`src/rtl/timer_regs.vh`:
```
// constants of the basic timer with one capture channel
`ifndef TIMER_REGS_VH
`define TIMER_REGS_VH

// ************************************
// widths
// ************************************
`define CNT_WIDTH 16
`define FILT_SEL_WIDTH 4

// ************************************
// reset values
// ************************************
`define CNT_RESET 16'h0000
`define RELOAD_RESET 16'h0000
`define DIVIDER_RESET 16'h0000
`define CHAN_RESET 16'h0000

// ************************************
// channel direction field encodings
// ************************************
`define DIR_OUTPUT 2'h0
`define DIR_OWN_INPUT 2'h1

// ************************************
// input filter settings and lengths
// ************************************
`define FILT_OFF 4'h0
`define FILT_LEN2_SEL 4'h1
`define FILT_LEN4_SEL 4'h2
`define FILT_LEN8_SEL 4'h3
`define FILT_LEN1 4'h1
`define FILT_LEN2 4'h2
`define FILT_LEN4 4'h4
`define FILT_LEN8 4'h8

// ************************************
// filter sample clock division (terminal counts)
// ************************************
`define DTS_DIV1 2'h0
`define DTS_DIV2 2'h1
`define DTS_TC1 2'h0
`define DTS_TC2 2'h1
`define DTS_TC4 2'h3

// ************************************
// input event division
// ************************************
`define DIV_NONE 2'h0
`define DIV_BY2 2'h1
`define DIV_BY4 2'h2
`define EVMASK_1 3'h0
`define EVMASK_2 3'h1
`define EVMASK_4 3'h3
`define EVMASK_8 3'h7

`endif

```
`src/rtl/basic_timer_capture.v`:
```
// basic 16-bit up-counting timer with one input capture channel
`timescale 1ns/100ps
`include "timer_regs.vh"

// Behaviour
// 16-bit up counter, reload, programmable prescaler
// reload preload moves to shadow per buffer bit
// overflow with update unblocked makes update event
// counter enable follows run bit one cycle later
// 16-bit prescaler divides by 1 to 65536
// divider write waits for next update event
// count 0 to reload, wrap, flag overflow
// force update pulse makes update, reads zero
// blocked update still restarts both counters
// source select hides forced update from flag
// update loads reload shadow and divider buffer
// prescaler clocked once run bit is set
// capture lands shadow then preload; compare reverse (code loads shadow and preload in the same cycle on capture)
// input filtered, edge selected, events divided
// capture latches count, sets flag, interrupt
// capture on set flag sets overcapture
// flag clears by write or read; overcapture by write
// nonzero direction is input, value read-only
// filter setting three needs eight samples
// divide setting zero captures every edge
// capture generate bit acts as an edge
// software reads value before overcapture flag
// buffer bit off means immediate reload writes
// source select one: only overflow raises interrupt

module basic_timer_capture (
  // clock, reset, clock enable
  input wire clk,
  input wire reset_n,
  input wire clk_en,
  // control bits
  input wire count_run_bit,
  input wire update_block,
  input wire update_source_select,
  input wire reload_buffer_on,
  input wire [1:0] clock_div_sel,
  input wire update_irq_enable,
  // event generation strobes
  input wire force_update_bit,
  input wire capture_generate_bit,
  // counter access
  input wire count_wr,
  input wire [15:0] count_wdata,
  output wire [15:0] count_value_reg,
  // divider access
  input wire divider_wr,
  input wire [15:0] divider_wdata,
  output wire [15:0] divider_reg,
  // reload access
  input wire reload_wr,
  input wire [15:0] reload_wdata,
  output wire [15:0] reload_reg,
  // channel configuration
  input wire [1:0] channel_direction_sel,
  input wire [3:0] input_filter_sel,
  input wire [1:0] input_divide_sel,
  input wire capture_polarity,
  input wire capture_polarity_n,
  input wire capture_enable_ch1,
  input wire capture_irq_enable_ch1,
  // channel value access
  input wire channel_wr,
  input wire [15:0] channel_wdata,
  input wire channel_rd,
  output wire [15:0] channel_value_reg,
  // flag clears (software writes 0)
  input wire update_flag_clear,
  input wire capture_flag_clear,
  input wire overcapture_flag_clear,
  // external input
  input wire channel_input_pin,
  // status
  output wire counter_enabled,
  output wire update_flag,
  output wire capture_flag,
  output wire overcapture_flag,
  output wire filtered_input,
  output wire update_irq,
  output wire capture_irq
);

  // ************************************
  // state registers
  // ************************************
  reg [15:0] cnt_reg; // main counter
  reg [15:0] cnt_next;
  reg [15:0] psc_cnt_reg; // prescaler counter
  reg [15:0] psc_cnt_next;
  reg [15:0] psc_buf_reg; // active divide ratio
  reg [15:0] div_pre_reg; // software divide value
  reg [15:0] arr_pre_reg; // reload preload
  reg [15:0] arr_shadow_reg; // reload shadow
  reg [15:0] ccr_pre_reg; // channel preload
  reg [15:0] ccr_shadow_reg; // channel shadow
  reg cnt_en_reg; // delayed copy of run bit
  reg upd_flag_reg; // update flag
  reg ccif_reg;
  reg ccof_reg;
  reg uirq_reg;
  reg cirq_reg;

  // ************************************
  // combinational event wires
  // ************************************
  wire [15:0] active_reload;
  wire psc_done;
  wire count_tick;
  wire overflow;
  wire restart;
  wire update_event;
  wire update_flag_set;
  wire input_mode;
  wire divided_capture_trigger;
  wire pin_capture;
  wire capture_event;
  wire upd_flag_next;
  wire ccif_next;
  wire ccof_next;

  // ************************************
  // output wiring
  // ************************************
  assign count_value_reg = cnt_reg;
  assign divider_reg = div_pre_reg;
  assign reload_reg = arr_pre_reg;
  assign channel_value_reg = ccr_pre_reg;
  assign counter_enabled = cnt_en_reg;
  assign update_flag = upd_flag_reg;
  assign capture_flag = ccif_reg;
  assign overcapture_flag = ccof_reg;
  assign update_irq = uirq_reg;
  assign capture_irq = cirq_reg;

  // ************************************
  // time base
  // ************************************
  // unbuffered mode reads the preload directly so writes act at once
  assign active_reload = reload_buffer_on ? arr_shadow_reg : arr_pre_reg;
  // prescaler terminal count; ratio is buffer + 1
  assign psc_done = (psc_cnt_reg == psc_buf_reg);
  // counter moves only on prescaler output while enabled
  assign count_tick = cnt_en_reg & count_run_bit & psc_done;
  // a zero reload leaves the counter idle, so no overflow
  assign overflow = count_tick && (active_reload != 16'h0000) && (cnt_reg == active_reload);
  // forced update restarts counters even while blocked
  assign restart = overflow | force_update_bit;
  assign update_event = restart & ~update_block;
  // forced update hides from the flag when source select is set
  assign update_flag_set = update_event & (overflow | ~update_source_select);

  // counter and prescaler next values
  always @* begin
    cnt_next = cnt_reg;
    psc_cnt_next = psc_cnt_reg;
    if (restart) begin
      // both restart from zero, old ratio kept if blocked
      cnt_next = 16'h0000;
      psc_cnt_next = 16'h0000;
    end else if (count_wr) begin
      cnt_next = count_wdata;
    end else begin
      if (count_run_bit) begin
        // prescaler receives clock as soon as run bit is high
        psc_cnt_next = psc_done ? 16'h0000 : psc_cnt_reg + 16'h0001;
      end
      if (count_tick && active_reload != 16'h0000) begin
        cnt_next = cnt_reg + 16'h0001;
      end
    end
  end

  // time base registers
  always @(posedge clk or negedge reset_n) begin
    if (!reset_n) begin
      cnt_reg <= `CNT_RESET;
      psc_cnt_reg <= 16'h0000;
      psc_buf_reg <= `DIVIDER_RESET;
      div_pre_reg <= `DIVIDER_RESET;
      arr_pre_reg <= `RELOAD_RESET;
      arr_shadow_reg <= `RELOAD_RESET;
      cnt_en_reg <= 1'b0;
    end else if (clk_en) begin
      cnt_reg <= cnt_next;
      psc_cnt_reg <= psc_cnt_next;
      // enable lags the run bit by exactly one cycle
      cnt_en_reg <= count_run_bit;
      if (divider_wr) begin
        div_pre_reg <= divider_wdata;
      end
      if (reload_wr) begin
        arr_pre_reg <= reload_wdata;
      end
      // shadows load on a real update event; the reload shadow also follows the preload while unbuffered
      if (update_event) begin
        psc_buf_reg <= div_pre_reg;
        arr_shadow_reg <= arr_pre_reg;
      end else if (!reload_buffer_on) begin
        // keep shadow tracking so enabling the buffer is seamless
        arr_shadow_reg <= arr_pre_reg;
      end
    end
  end

  // ************************************
  // channel input stage
  // ************************************
  // any nonzero direction makes the channel an input
  assign input_mode = (channel_direction_sel != `DIR_OUTPUT);

  capture_input_stage u_input_stage (
    .clk(clk),
    .reset_n(reset_n),
    .clk_en(clk_en),
    .channel_input_pin(channel_input_pin),
    .input_filter_sel(input_filter_sel),
    .sample_div_sel(clock_div_sel),
    .edge_pol(capture_polarity),
    .edge_pol_n(capture_polarity_n),
    .input_divide_sel(input_divide_sel),
    .stage_enable(capture_enable_ch1),
    .filtered_input(filtered_input),
    .divided_capture_trigger(divided_capture_trigger)
  );

  // only the own-input mapping has a source in this block
  assign pin_capture = divided_capture_trigger & capture_enable_ch1
    & (channel_direction_sel == `DIR_OWN_INPUT);
  // software generate behaves like an input edge
  assign capture_event = pin_capture | capture_generate_bit;

  // ************************************
  // flags, set wins over clear
  // ************************************
  assign upd_flag_next = update_flag_set | (upd_flag_reg & ~update_flag_clear);
  // read of captured value also clears the capture flag
  assign ccif_next = capture_event | (ccif_reg & ~capture_flag_clear & ~channel_rd);
  // overcapture clears only by a write of zero
  assign ccof_next = (capture_event & ccif_reg) | (ccof_reg & ~overcapture_flag_clear);

  // ************************************
  // channel value and flag registers
  // ************************************
  always @(posedge clk or negedge reset_n) begin
    if (!reset_n) begin
      ccr_pre_reg <= `CHAN_RESET;
      ccr_shadow_reg <= `CHAN_RESET;
      upd_flag_reg <= 1'b0;
      ccif_reg <= 1'b0;
      ccof_reg <= 1'b0;
      uirq_reg <= 1'b0;
      cirq_reg <= 1'b0;
    end else if (clk_en) begin
      if (input_mode) begin
        // capture into shadow and preload together,
        // so a read right after the event already sees it
        if (capture_event) begin
          ccr_shadow_reg <= cnt_reg;
          ccr_pre_reg <= cnt_reg;
        end
      end else begin
        // compare use: software writes preload, shadow follows
        if (channel_wr) begin
          ccr_pre_reg <= channel_wdata;
        end
        ccr_shadow_reg <= ccr_pre_reg;
      end
      upd_flag_reg <= upd_flag_next;
      ccif_reg <= ccif_next;
      ccof_reg <= ccof_next;
      // interrupt lines follow the flags gated by enables
      uirq_reg <= upd_flag_next & update_irq_enable;
      cirq_reg <= ccif_next & capture_irq_enable_ch1;
    end
  end

endmodule

```
`src/rtl/capture_input_stage.v`:
```
// channel input stage: synchroniser, digital filter, edge select, event divider
`timescale 1ns/100ps
`include "timer_regs.vh"

module capture_input_stage (
  // clock and reset
  input wire clk,
  input wire reset_n,
  input wire clk_en,
  // external pin
  input wire channel_input_pin,
  // configuration
  input wire [3:0] input_filter_sel,
  input wire [1:0] sample_div_sel,
  input wire edge_pol,
  input wire edge_pol_n,
  input wire [1:0] input_divide_sel,
  input wire stage_enable,
  // results
  output reg filtered_input,
  output reg divided_capture_trigger
);

  // ************************************
  // decode helpers
  // ************************************
  // consecutive samples needed; unlisted settings use the longest
  function [3:0] filter_len;
    input [3:0] sel;
    begin
      case (sel)
        `FILT_OFF: filter_len = `FILT_LEN1;
        `FILT_LEN2_SEL: filter_len = `FILT_LEN2;
        `FILT_LEN4_SEL: filter_len = `FILT_LEN4;
        default: filter_len = `FILT_LEN8;
      endcase
    end
  endfunction

  // ************************************
  // registers
  // ************************************
  reg sync1_reg; // first stage, read only by sync2
  reg sync2_reg;
  reg sync3_reg;
  reg [1:0] dts_cnt_reg; // sample clock divider
  reg [3:0] filt_cnt_reg; // samples seen at new level
  reg prev_reg; // filtered level one cycle ago
  reg [2:0] ev_cnt_reg; // event divider
  wire stable; // second and third stages agree
  wire sample_tick;
  wire rise;
  wire fall;
  reg [1:0] dts_tc;
  reg [2:0] ev_mask;
  reg edge_hit;

  assign stable = (sync2_reg == sync3_reg);
  assign sample_tick = (dts_cnt_reg == dts_tc);
  assign rise = filtered_input & ~prev_reg;
  assign fall = ~filtered_input & prev_reg;

  // sample rate and divider masks
  always @* begin
    case (sample_div_sel)
      `DTS_DIV1: dts_tc = `DTS_TC1;
      `DTS_DIV2: dts_tc = `DTS_TC2;
      default: dts_tc = `DTS_TC4; // reserved code runs as divide by 4
    endcase
    case (input_divide_sel)
      `DIV_NONE: ev_mask = `EVMASK_1;
      `DIV_BY2: ev_mask = `EVMASK_2;
      `DIV_BY4: ev_mask = `EVMASK_4;
      default: ev_mask = `EVMASK_8;
    endcase
    // polarity select; reserved pair behaves as rising
    if (edge_pol && edge_pol_n) begin
      edge_hit = rise | fall;
    end else if (edge_pol) begin
      edge_hit = fall;
    end else begin
      edge_hit = rise;
    end
  end

  // ************************************
  // synchroniser, filter, divider
  // ************************************
  always @(posedge clk or negedge reset_n) begin
    if (!reset_n) begin
      sync1_reg <= 1'b0;
      sync2_reg <= 1'b0;
      sync3_reg <= 1'b0;
      dts_cnt_reg <= 2'h0;
      filt_cnt_reg <= 4'h0;
      filtered_input <= 1'b0;
      prev_reg <= 1'b0;
      ev_cnt_reg <= 3'h0;
      divided_capture_trigger <= 1'b0;
    end else if (clk_en) begin
      sync1_reg <= channel_input_pin;
      sync2_reg <= sync1_reg;
      sync3_reg <= sync2_reg;
      dts_cnt_reg <= sample_tick ? 2'h0 : dts_cnt_reg + 2'h1;
      prev_reg <= filtered_input;
      // a level must hold for the full count of samples
      if (!stable || sync3_reg == filtered_input) begin
        filt_cnt_reg <= 4'h0;
      end else if (sample_tick) begin
        if (filt_cnt_reg + 4'h1 >= filter_len(input_filter_sel)) begin
          filtered_input <= sync3_reg;
          filt_cnt_reg <= 4'h0;
        end else begin
          filt_cnt_reg <= filt_cnt_reg + 4'h1;
        end
      end
      // divider is held cleared while capture is off
      divided_capture_trigger <= 1'b0;
      if (!stage_enable) begin
        ev_cnt_reg <= 3'h0;
      end else if (edge_hit) begin
        if ((ev_cnt_reg & ev_mask) == ev_mask) begin
          ev_cnt_reg <= 3'h0;
          divided_capture_trigger <= 1'b1;
        end else begin
          ev_cnt_reg <= ev_cnt_reg + 3'h1;
        end
      end
    end
  end

endmodule

```
`config.mk`:
```
export PLATFORM = sky130hd
export DESIGN_NAME = basic_timer_capture
export DESIGN_NICKNAME = d
export VERILOG_FILES = /design/src/rtl/basic_timer_capture.v /design/src/rtl/capture_input_stage.v
export VERILOG_INCLUDE_DIRS = /design/src /design/src/rtl
export SDC_FILE = /design/constraint.sdc
export NUM_CORES = 1
export LEC_CHECK = 0
export BUFFER_PORTS_ARGS = -buffer_cell sky130_fd_sc_hd__buf_2
export CAP_MARGIN = 20
export CORE_UTILIZATION = 40
export CTS_CLUSTER_SIZE = 30
export DETAILED_ROUTE_END_ITERATION = 6
export HOLD_SLACK_MARGIN = 0.08
export PLACE_DENSITY_LB_ADDON = 0.3
export REMOVE_ABC_BUFFERS = 1
export SYNTH_ARGS = -nofsm -noshare
export SYNTH_HDL_FRONTEND = slang
export SYNTH_SLANG_ARGS = --single-unit
```
`constraint.sdc`:
```
create_clock -name clk -period 5.5 [get_ports clk]
set_input_delay 0.275 -clock clk [delete_from_list [all_inputs] [get_ports clk]]
set_output_delay 0.275 -clock clk [all_outputs]
set_load 0.01 [all_outputs]
```
# [After elaboration in Yosys (flattened, before gate mapping)]
# Cells that the tools add are included.
[word_totals] reg_bits=133 romBits=0 mem_bits_rw=0 memories=0 elab_cells=128 latchBits=0 input_bits=97
[classes] magnitude_cmp=1 bitwise=32 eq_ne=15 add_sub_neg=5 n_mux=30 n_div=0 n_shift=0 mul=0 n_reduce_logical=23
[op_table] op="2-to-1 mux 16 bit" n=12
[op_table] op="adder 16 x 1 -> 16 bit, second input constant" n=2
[op_table] op="== test 16 bit" n=2
[op_table] op="2-to-1 mux 4 bit" n=6
[op_table] op="nonzero test 16 bit" n=1
[op_table] op="bitwise AND 1 bit" n=15
[op_table] op="one-hot mux 4 bit (3 select lines)" n=1
[op_table] op="AND reduction 2 bit" n=6
[op_table] op="2-to-1 mux 3 bit" n=3
[op_table] op="inverter 1 bit" n=9
[op_table] op="one-hot mux 3 bit (3 select lines)" n=1
[op_table] op="nonzero test 2 bit" n=4
[op_table] op="OR 1 bit" n=7
[op_table] op="== test 2 x 1 -> 1 bit, second input constant" n=3
[op_table] op="!= test 2 x 1 -> 1 bit, second input constant" n=3
[op_table] op="AND reduction 3 bit" n=2
[op_table] op="2-to-1 mux 1 bit" n=5
[op_table] op="adder 4 x 1 -> 4 bit, second input constant" n=1
[op_table] op="== test 4 x 1 -> 1 bit, second input constant" n=1
[op_table] op="== test 4 x 2 -> 1 bit, second input constant" n=1
[op_table] op="greater-or-equal comparator 4 bit" n=1
[op_table] op="logical NOT 2 bit" n=2
[op_table] op="logical NOT 4 bit" n=1
[op_table] op="one-hot mux 2 bit (2 select lines)" n=1
[op_table] op="13 further kinds" n=16

# [Depth between registers and ports, before layout]
[logic_depth] ltp_word=10 ltp_mapped=11

# [Hierarchy]
# A second synthesis with hierarchy kept.
[unflattened] hier_cells=621 hier_area_um2=6936.7
[by_module_without_submodules] module="basic_timer_capture" instances=1 area_each_um2=5914.4 cells_each=526
[by_module_without_submodules] module="capture_input_stage" instances=1 area_each_um2=1022.2 cells_each=95

# [Worst setup path after synthesis]
# Ideal clock, no wire load.
[synth_timing] path_type="flip-flop to flip-flop" startpoint="reg psc_cnt_reg[9]" endpoint="reg psc_buf_reg[0]" slack_ns=2.927 setup_ns=0.128 stages_incl_launch_ff=10 n_path_buf=2 required_time_ns=5.372 t_arrival_ns=2.445 period_less_slack_ns=2.573 cell_sequence="dfrtp_1 > xor2_1 > nor4_1 > nand4_1 > or3_4 > o21ai_1 > and2_1 > buf_2 > buf_4 > mux2_1"
[synth_via] elab_chain_cells=7
[synth_lines] item="start, declared" line="basic_timer_capture.v:92" text="reg [15:0] psc_cnt_reg;"
[synth_lines] item="start signal, assigned" line="basic_timer_capture.v:189" text="psc_cnt_reg <= psc_cnt_next;"
[synth_lines] item="== test 16 bit" line="basic_timer_capture.v:145" text="assign psc_done = (psc_cnt_reg == psc_buf_reg);"
[synth_lines] item="bitwise AND 1 bit" line="basic_timer_capture.v:147" text="assign count_tick = cnt_en_reg & count_run_bit & psc_done;"
[synth_lines] item="logical AND 1 bit (2 in series)" line="basic_timer_capture.v:149" text="assign overflow = count_tick && (active_reload != 16'h0000) && (cnt_reg == active_reload);"
[synth_lines] item="OR 1 bit" line="basic_timer_capture.v:151" text="assign restart = overflow | force_update_bit;"
[synth_lines] item="bitwise AND 1 bit" line="basic_timer_capture.v:152" text="assign update_event = restart & ~update_block;"
[synth_lines] item="AND reduction 2 bit (no source line)"
[synth_lines] item="end signal, assigned" line="basic_timer_capture.v:182" text="psc_buf_reg <= `DIVIDER_RESET;"
[synth_lines] item="end signal, assigned" line="basic_timer_capture.v:200" text="psc_buf_reg <= div_pre_reg;"
[synth_lines] item="end, declared" line="basic_timer_capture.v:94" text="reg [15:0] psc_buf_reg;"
# Every way passes these cells.
# A chain may end at the register's enable or synchronous reset.

# [Final worst setup path]
[layout_timing] startpoint="reg psc_cnt_reg[9]" endpoint="reg cnt_reg[5], in the netlist count_value_reg[5]"
[layout_via] elab_chain_cells=7 word_cells_on_any_way=8
[layout_lines] item="== test 16 bit *" line="basic_timer_capture.v:145"
[layout_lines] item="bitwise AND 1 bit *" line="basic_timer_capture.v:147"
[layout_lines] item="logical AND 1 bit *" line="basic_timer_capture.v:149, basic_timer_capture.v:171"
[layout_lines] item="logical AND 1 bit" line="basic_timer_capture.v:149"
[layout_lines] item="OR 1 bit" line="basic_timer_capture.v:151"
[layout_lines] item="nonzero test 3 bit (no source line)"
[layout_lines] item="AND reduction 2 bit (no source line)"
[layout_lines] item="end signal, assigned" line="basic_timer_capture.v:180" text="cnt_reg <= `CNT_RESET;"
[layout_lines] item="end signal, assigned" line="basic_timer_capture.v:188" text="cnt_reg <= cnt_next;"
[layout_lines] item="end, declared" line="basic_timer_capture.v:90" text="reg [15:0] cnt_reg;"
# Every way passes the cells marked *; elsewhere a longest branch is shown, timed or not.

==> flow_summary.json <==
{
  "status": "finished clean",
  "arrival_ns": 3.75,
  "grt_max_degree": 91,
  "cts_resized": 0,
  "fin_skew_ns": 0.0100,
  "finalNetCount": 923,
  "initial_core_util_pct": 41.0,
  "setup_viol": 0,
  "fin_crit_sh_pct": 62.1,
  "r2r-start": "psc_cnt_reg[9]",
  "synthFlopType": "dfrtp_1",
  "r2r_cells": 7,
  "yosys_register_bits": 133,
  "hp-class": "input port to register",
  "cp.required_ns": 5.84,
  "r2r_slack_ns": 2.09,
  "hold_viol_final": 0,
  "final_common_cell": "buf_2",
  "clk_root_buffer_cell": "clkbuf_16",
  "post_cts_buffers": 0,
  "cp_slowest_stage_delay_ns": 0.67,
  "cap_violations": 0,
  "cts_buffers": 17,
  "drtIter0Drc": 365,
  "yosysWarnings": 0,
  "p_leak_nw": 4.04,
  "dp_slack_ns": 2.07,
  "syn2layout_area_growth_pct": 28.8,
  "crit_fanout": 18,
  "hpwl_um": 11400,
  "vdd_drop_max_uv": 266,
  "insertedDiodeCount": 0,
  "regToRegEndpoint": "count_value_reg[5]",
  "power_density_nw_per_um2": 337,
  "worst_pin_slew_ns": 1.05,
  "clock.fmax_ghz": 0.293,
  "coreArea_um2": 16600,
  "grt_pass1_wl_um": 27200,
  "rows": 47,
  "synth_cell_type_count": 55,
  "cp_slowest_cell": "a21oi_2",
  "fin_crit_ns": 3.41,
  "place.detailed.instances": 982,
  "clk_latency_ns": 0.42,
  "hp-start": "count_wdata[2]",
  "holdBufCountCts": 35,
  "antenna_found_initial": 0,
  "clk_path_buf_depth": 2,
  "layout_common_cells": "buf_2, dfrtp_1, nand2_1, mux2_2, o21ai_0",
  "maxSlewHeadroom_pct": 30.1,
  "grt_use_total_pct": 19.6,
  "worstHoldEndpoint": "count_value_reg[2]",
  "routed_wl_um": 16400,
  "fin_cells": 1049,
  "cts.sinks": 133,
  "fin_tns_setup_ns": 0,
  "overflow": 0,
  "crit_type": "register to register",
  "whs_path_depth": 3,
  "die_w_um": 132,
  "cts_tree": "yes",
  "drt-pass1-iter-count": 4,
  "clk_pin_slew_ns": 0.06,
  "post_drt_wl_per_cell_um": 15.7,
  "vias": 5466,
  "final_antenna_net_count": 0,
  "portBuffers": 167,
  "design.die.area_um2": 17500,
  "syn_avg_cell_area_um2": 11.0,
  "startpoint_type": "register",
  "synth-edff-count": 0,
  "synthArstFlopShare_pct": 100,
  "die_h_um": 132,
  "ios": 168,
  "gp_congestion": 0.820,
  "timing.final.ws_setup_ns": 2.09,
  "grt_pass1_vias": 5332,
  "ys_seq_area_share_pct": 48.9,
  "htree_num_levels": 4,
  "avgViaCountPerCell": 5.21,
  "path_cells": "xor2_1 > nor4_1 > nand4_1 > or3_4 > a21oi_2 > nand3_1 > o2bb2ai_1",
  "layout-drive-gt1-share_pct": 31.1,
  "drc_errors": 0,
  "p_total_mw": 2.95,
  "rsz0062_at_grt": "no",
  "drv_slew": 0,
  "syn_inst": 619,
  "synthesis.area_um2": 6810,
  "end_kind": "register"
}
[cell families after synthesis]
group,share of synthesized area (%)
adder cells (fa/ha/maj),1.84
XOR/XNOR,4.63
buffers and inverters,2.61
flip-flops,48.9
AO/OA/AOI/OAI,13.6
AND/OR/NAND/NOR,11.8
multiplexers,16.6
[cell usage after synthesis, drive strengths merged (3+ instances only)]
| cell | number | area [um^2] |
|---|---|---|
| nand3 | 13 | 65.1 |
| nand2 | 48 | 180 |
| o21ai | 46 | 230 |
| or3 | 3 | 23.8 |
| o31ai | 20 | 150 |
| clkbuf | 18 | 67.6 |
| nand2b | 5 | 31.3 |
| nor2 | 31 | 116 |
| a22o | 6 | 52.6 |
| buf | 10 | 65.1 |
| or2 | 3 | 21.3 |
| o2bb2ai | 17 | 149 |
| and2 | 4 | 25.0 |
| nand4 | 5 | 31.3 |
| o211ai | 3 | 22.5 |
| a22oi | 10 | 75.1 |
| o41ai | 3 | 33.8 |
| and3 | 12 | 75.1 |
| mux2 | 71 | 800 |
| xnor2 | 17 | 149 |
| nor3b | 3 | 22.5 |
| nor2b | 4 | 25.0 |
| and4 | 3 | 26.3 |
| nor3 | 9 | 45.0 |
| nor4 | 15 | 93.8 |
| a21oi | 17 | 88.8 |
| inv | 11 | 41.3 |
| ha | 10 | 125 |
| dfrtp | 133 | 3330 |
| mux2i | 33 | 330 |
| xor2 | 19 | 166 |
[routing by layer]
layer,part of all wire [%],routed length (um),track usage [%],vias to the layer above
li1,-,-,-,2682
met1,50,8140,27.2,2611
met2,45,7330,30.0,152
met3,4.1,666,4.48,21
met4,1.8,292,7.22,0
met5,0,0,0,-
[where the power goes]
| group | leakage [nW] | internal (mW) | switching (mW) |
|---|---|---|---|
| sequential | 1.66 | 1.13 | 0.147 |
| clock | 0.281 | 0.683 | 0.455 |
| combinational | 2.09 | 0.281 | 0.256 |
[per-stage QoR]
| stage | util (%) | hold WS [ns] | area [um^2] |
|---|---|---|---|
| final | 52.8 | 0.123 | 8760 |
| after global routing | 52.8 | 0.141 | 8760 |
| after CTS | 52.8 | 0.105 | 8760 |
| after detailed placement | 47.2 | 0.417 | 7820 |
| after global placement | 47.2 | 0.422 | 7820 |
| after floorplan | - | -0.0206 | 6670 |
[final cells by class]
cell class	instances	area (um^2)
clock buffers	18	439
clock inverters	14	151
fillers	1531	7820
inverters	12	45.0
multi-input cells	446	3300
flip-flops and latches	133	3330
well taps	220	275
repair buffers	206	1220
[worst max-delay path by stage]
stage	start	endpoint	slack (ns)	cells past startpoint
6_report	psc_cnt_reg[9]	count_value_reg[5]	2.09	7
4_1_cts	psc_cnt_reg[9]	count_value_reg[13]	2.05	7
3_3_place_gp	psc_cnt_reg[9]	count_value_reg[6]	2.07	7
2_1_floorplan	psc_cnt_reg[9]	psc_buf_reg[0]	2.18	7
3_5_place_dp	psc_cnt_reg[9]	count_value_reg[5]	2.07	7
5_1_grt	psc_cnt_reg[4]	count_value_reg[12]	1.78	7
[critical path: cells and delay by family, from the launching register on]
family	cells	cell delay, ns
flops	1	0.44
simple gates	4	1.74
xor+xnor	1	0.17
compound gates	2	0.98
No activity file was read; power rests on OpenSTA's default activity.
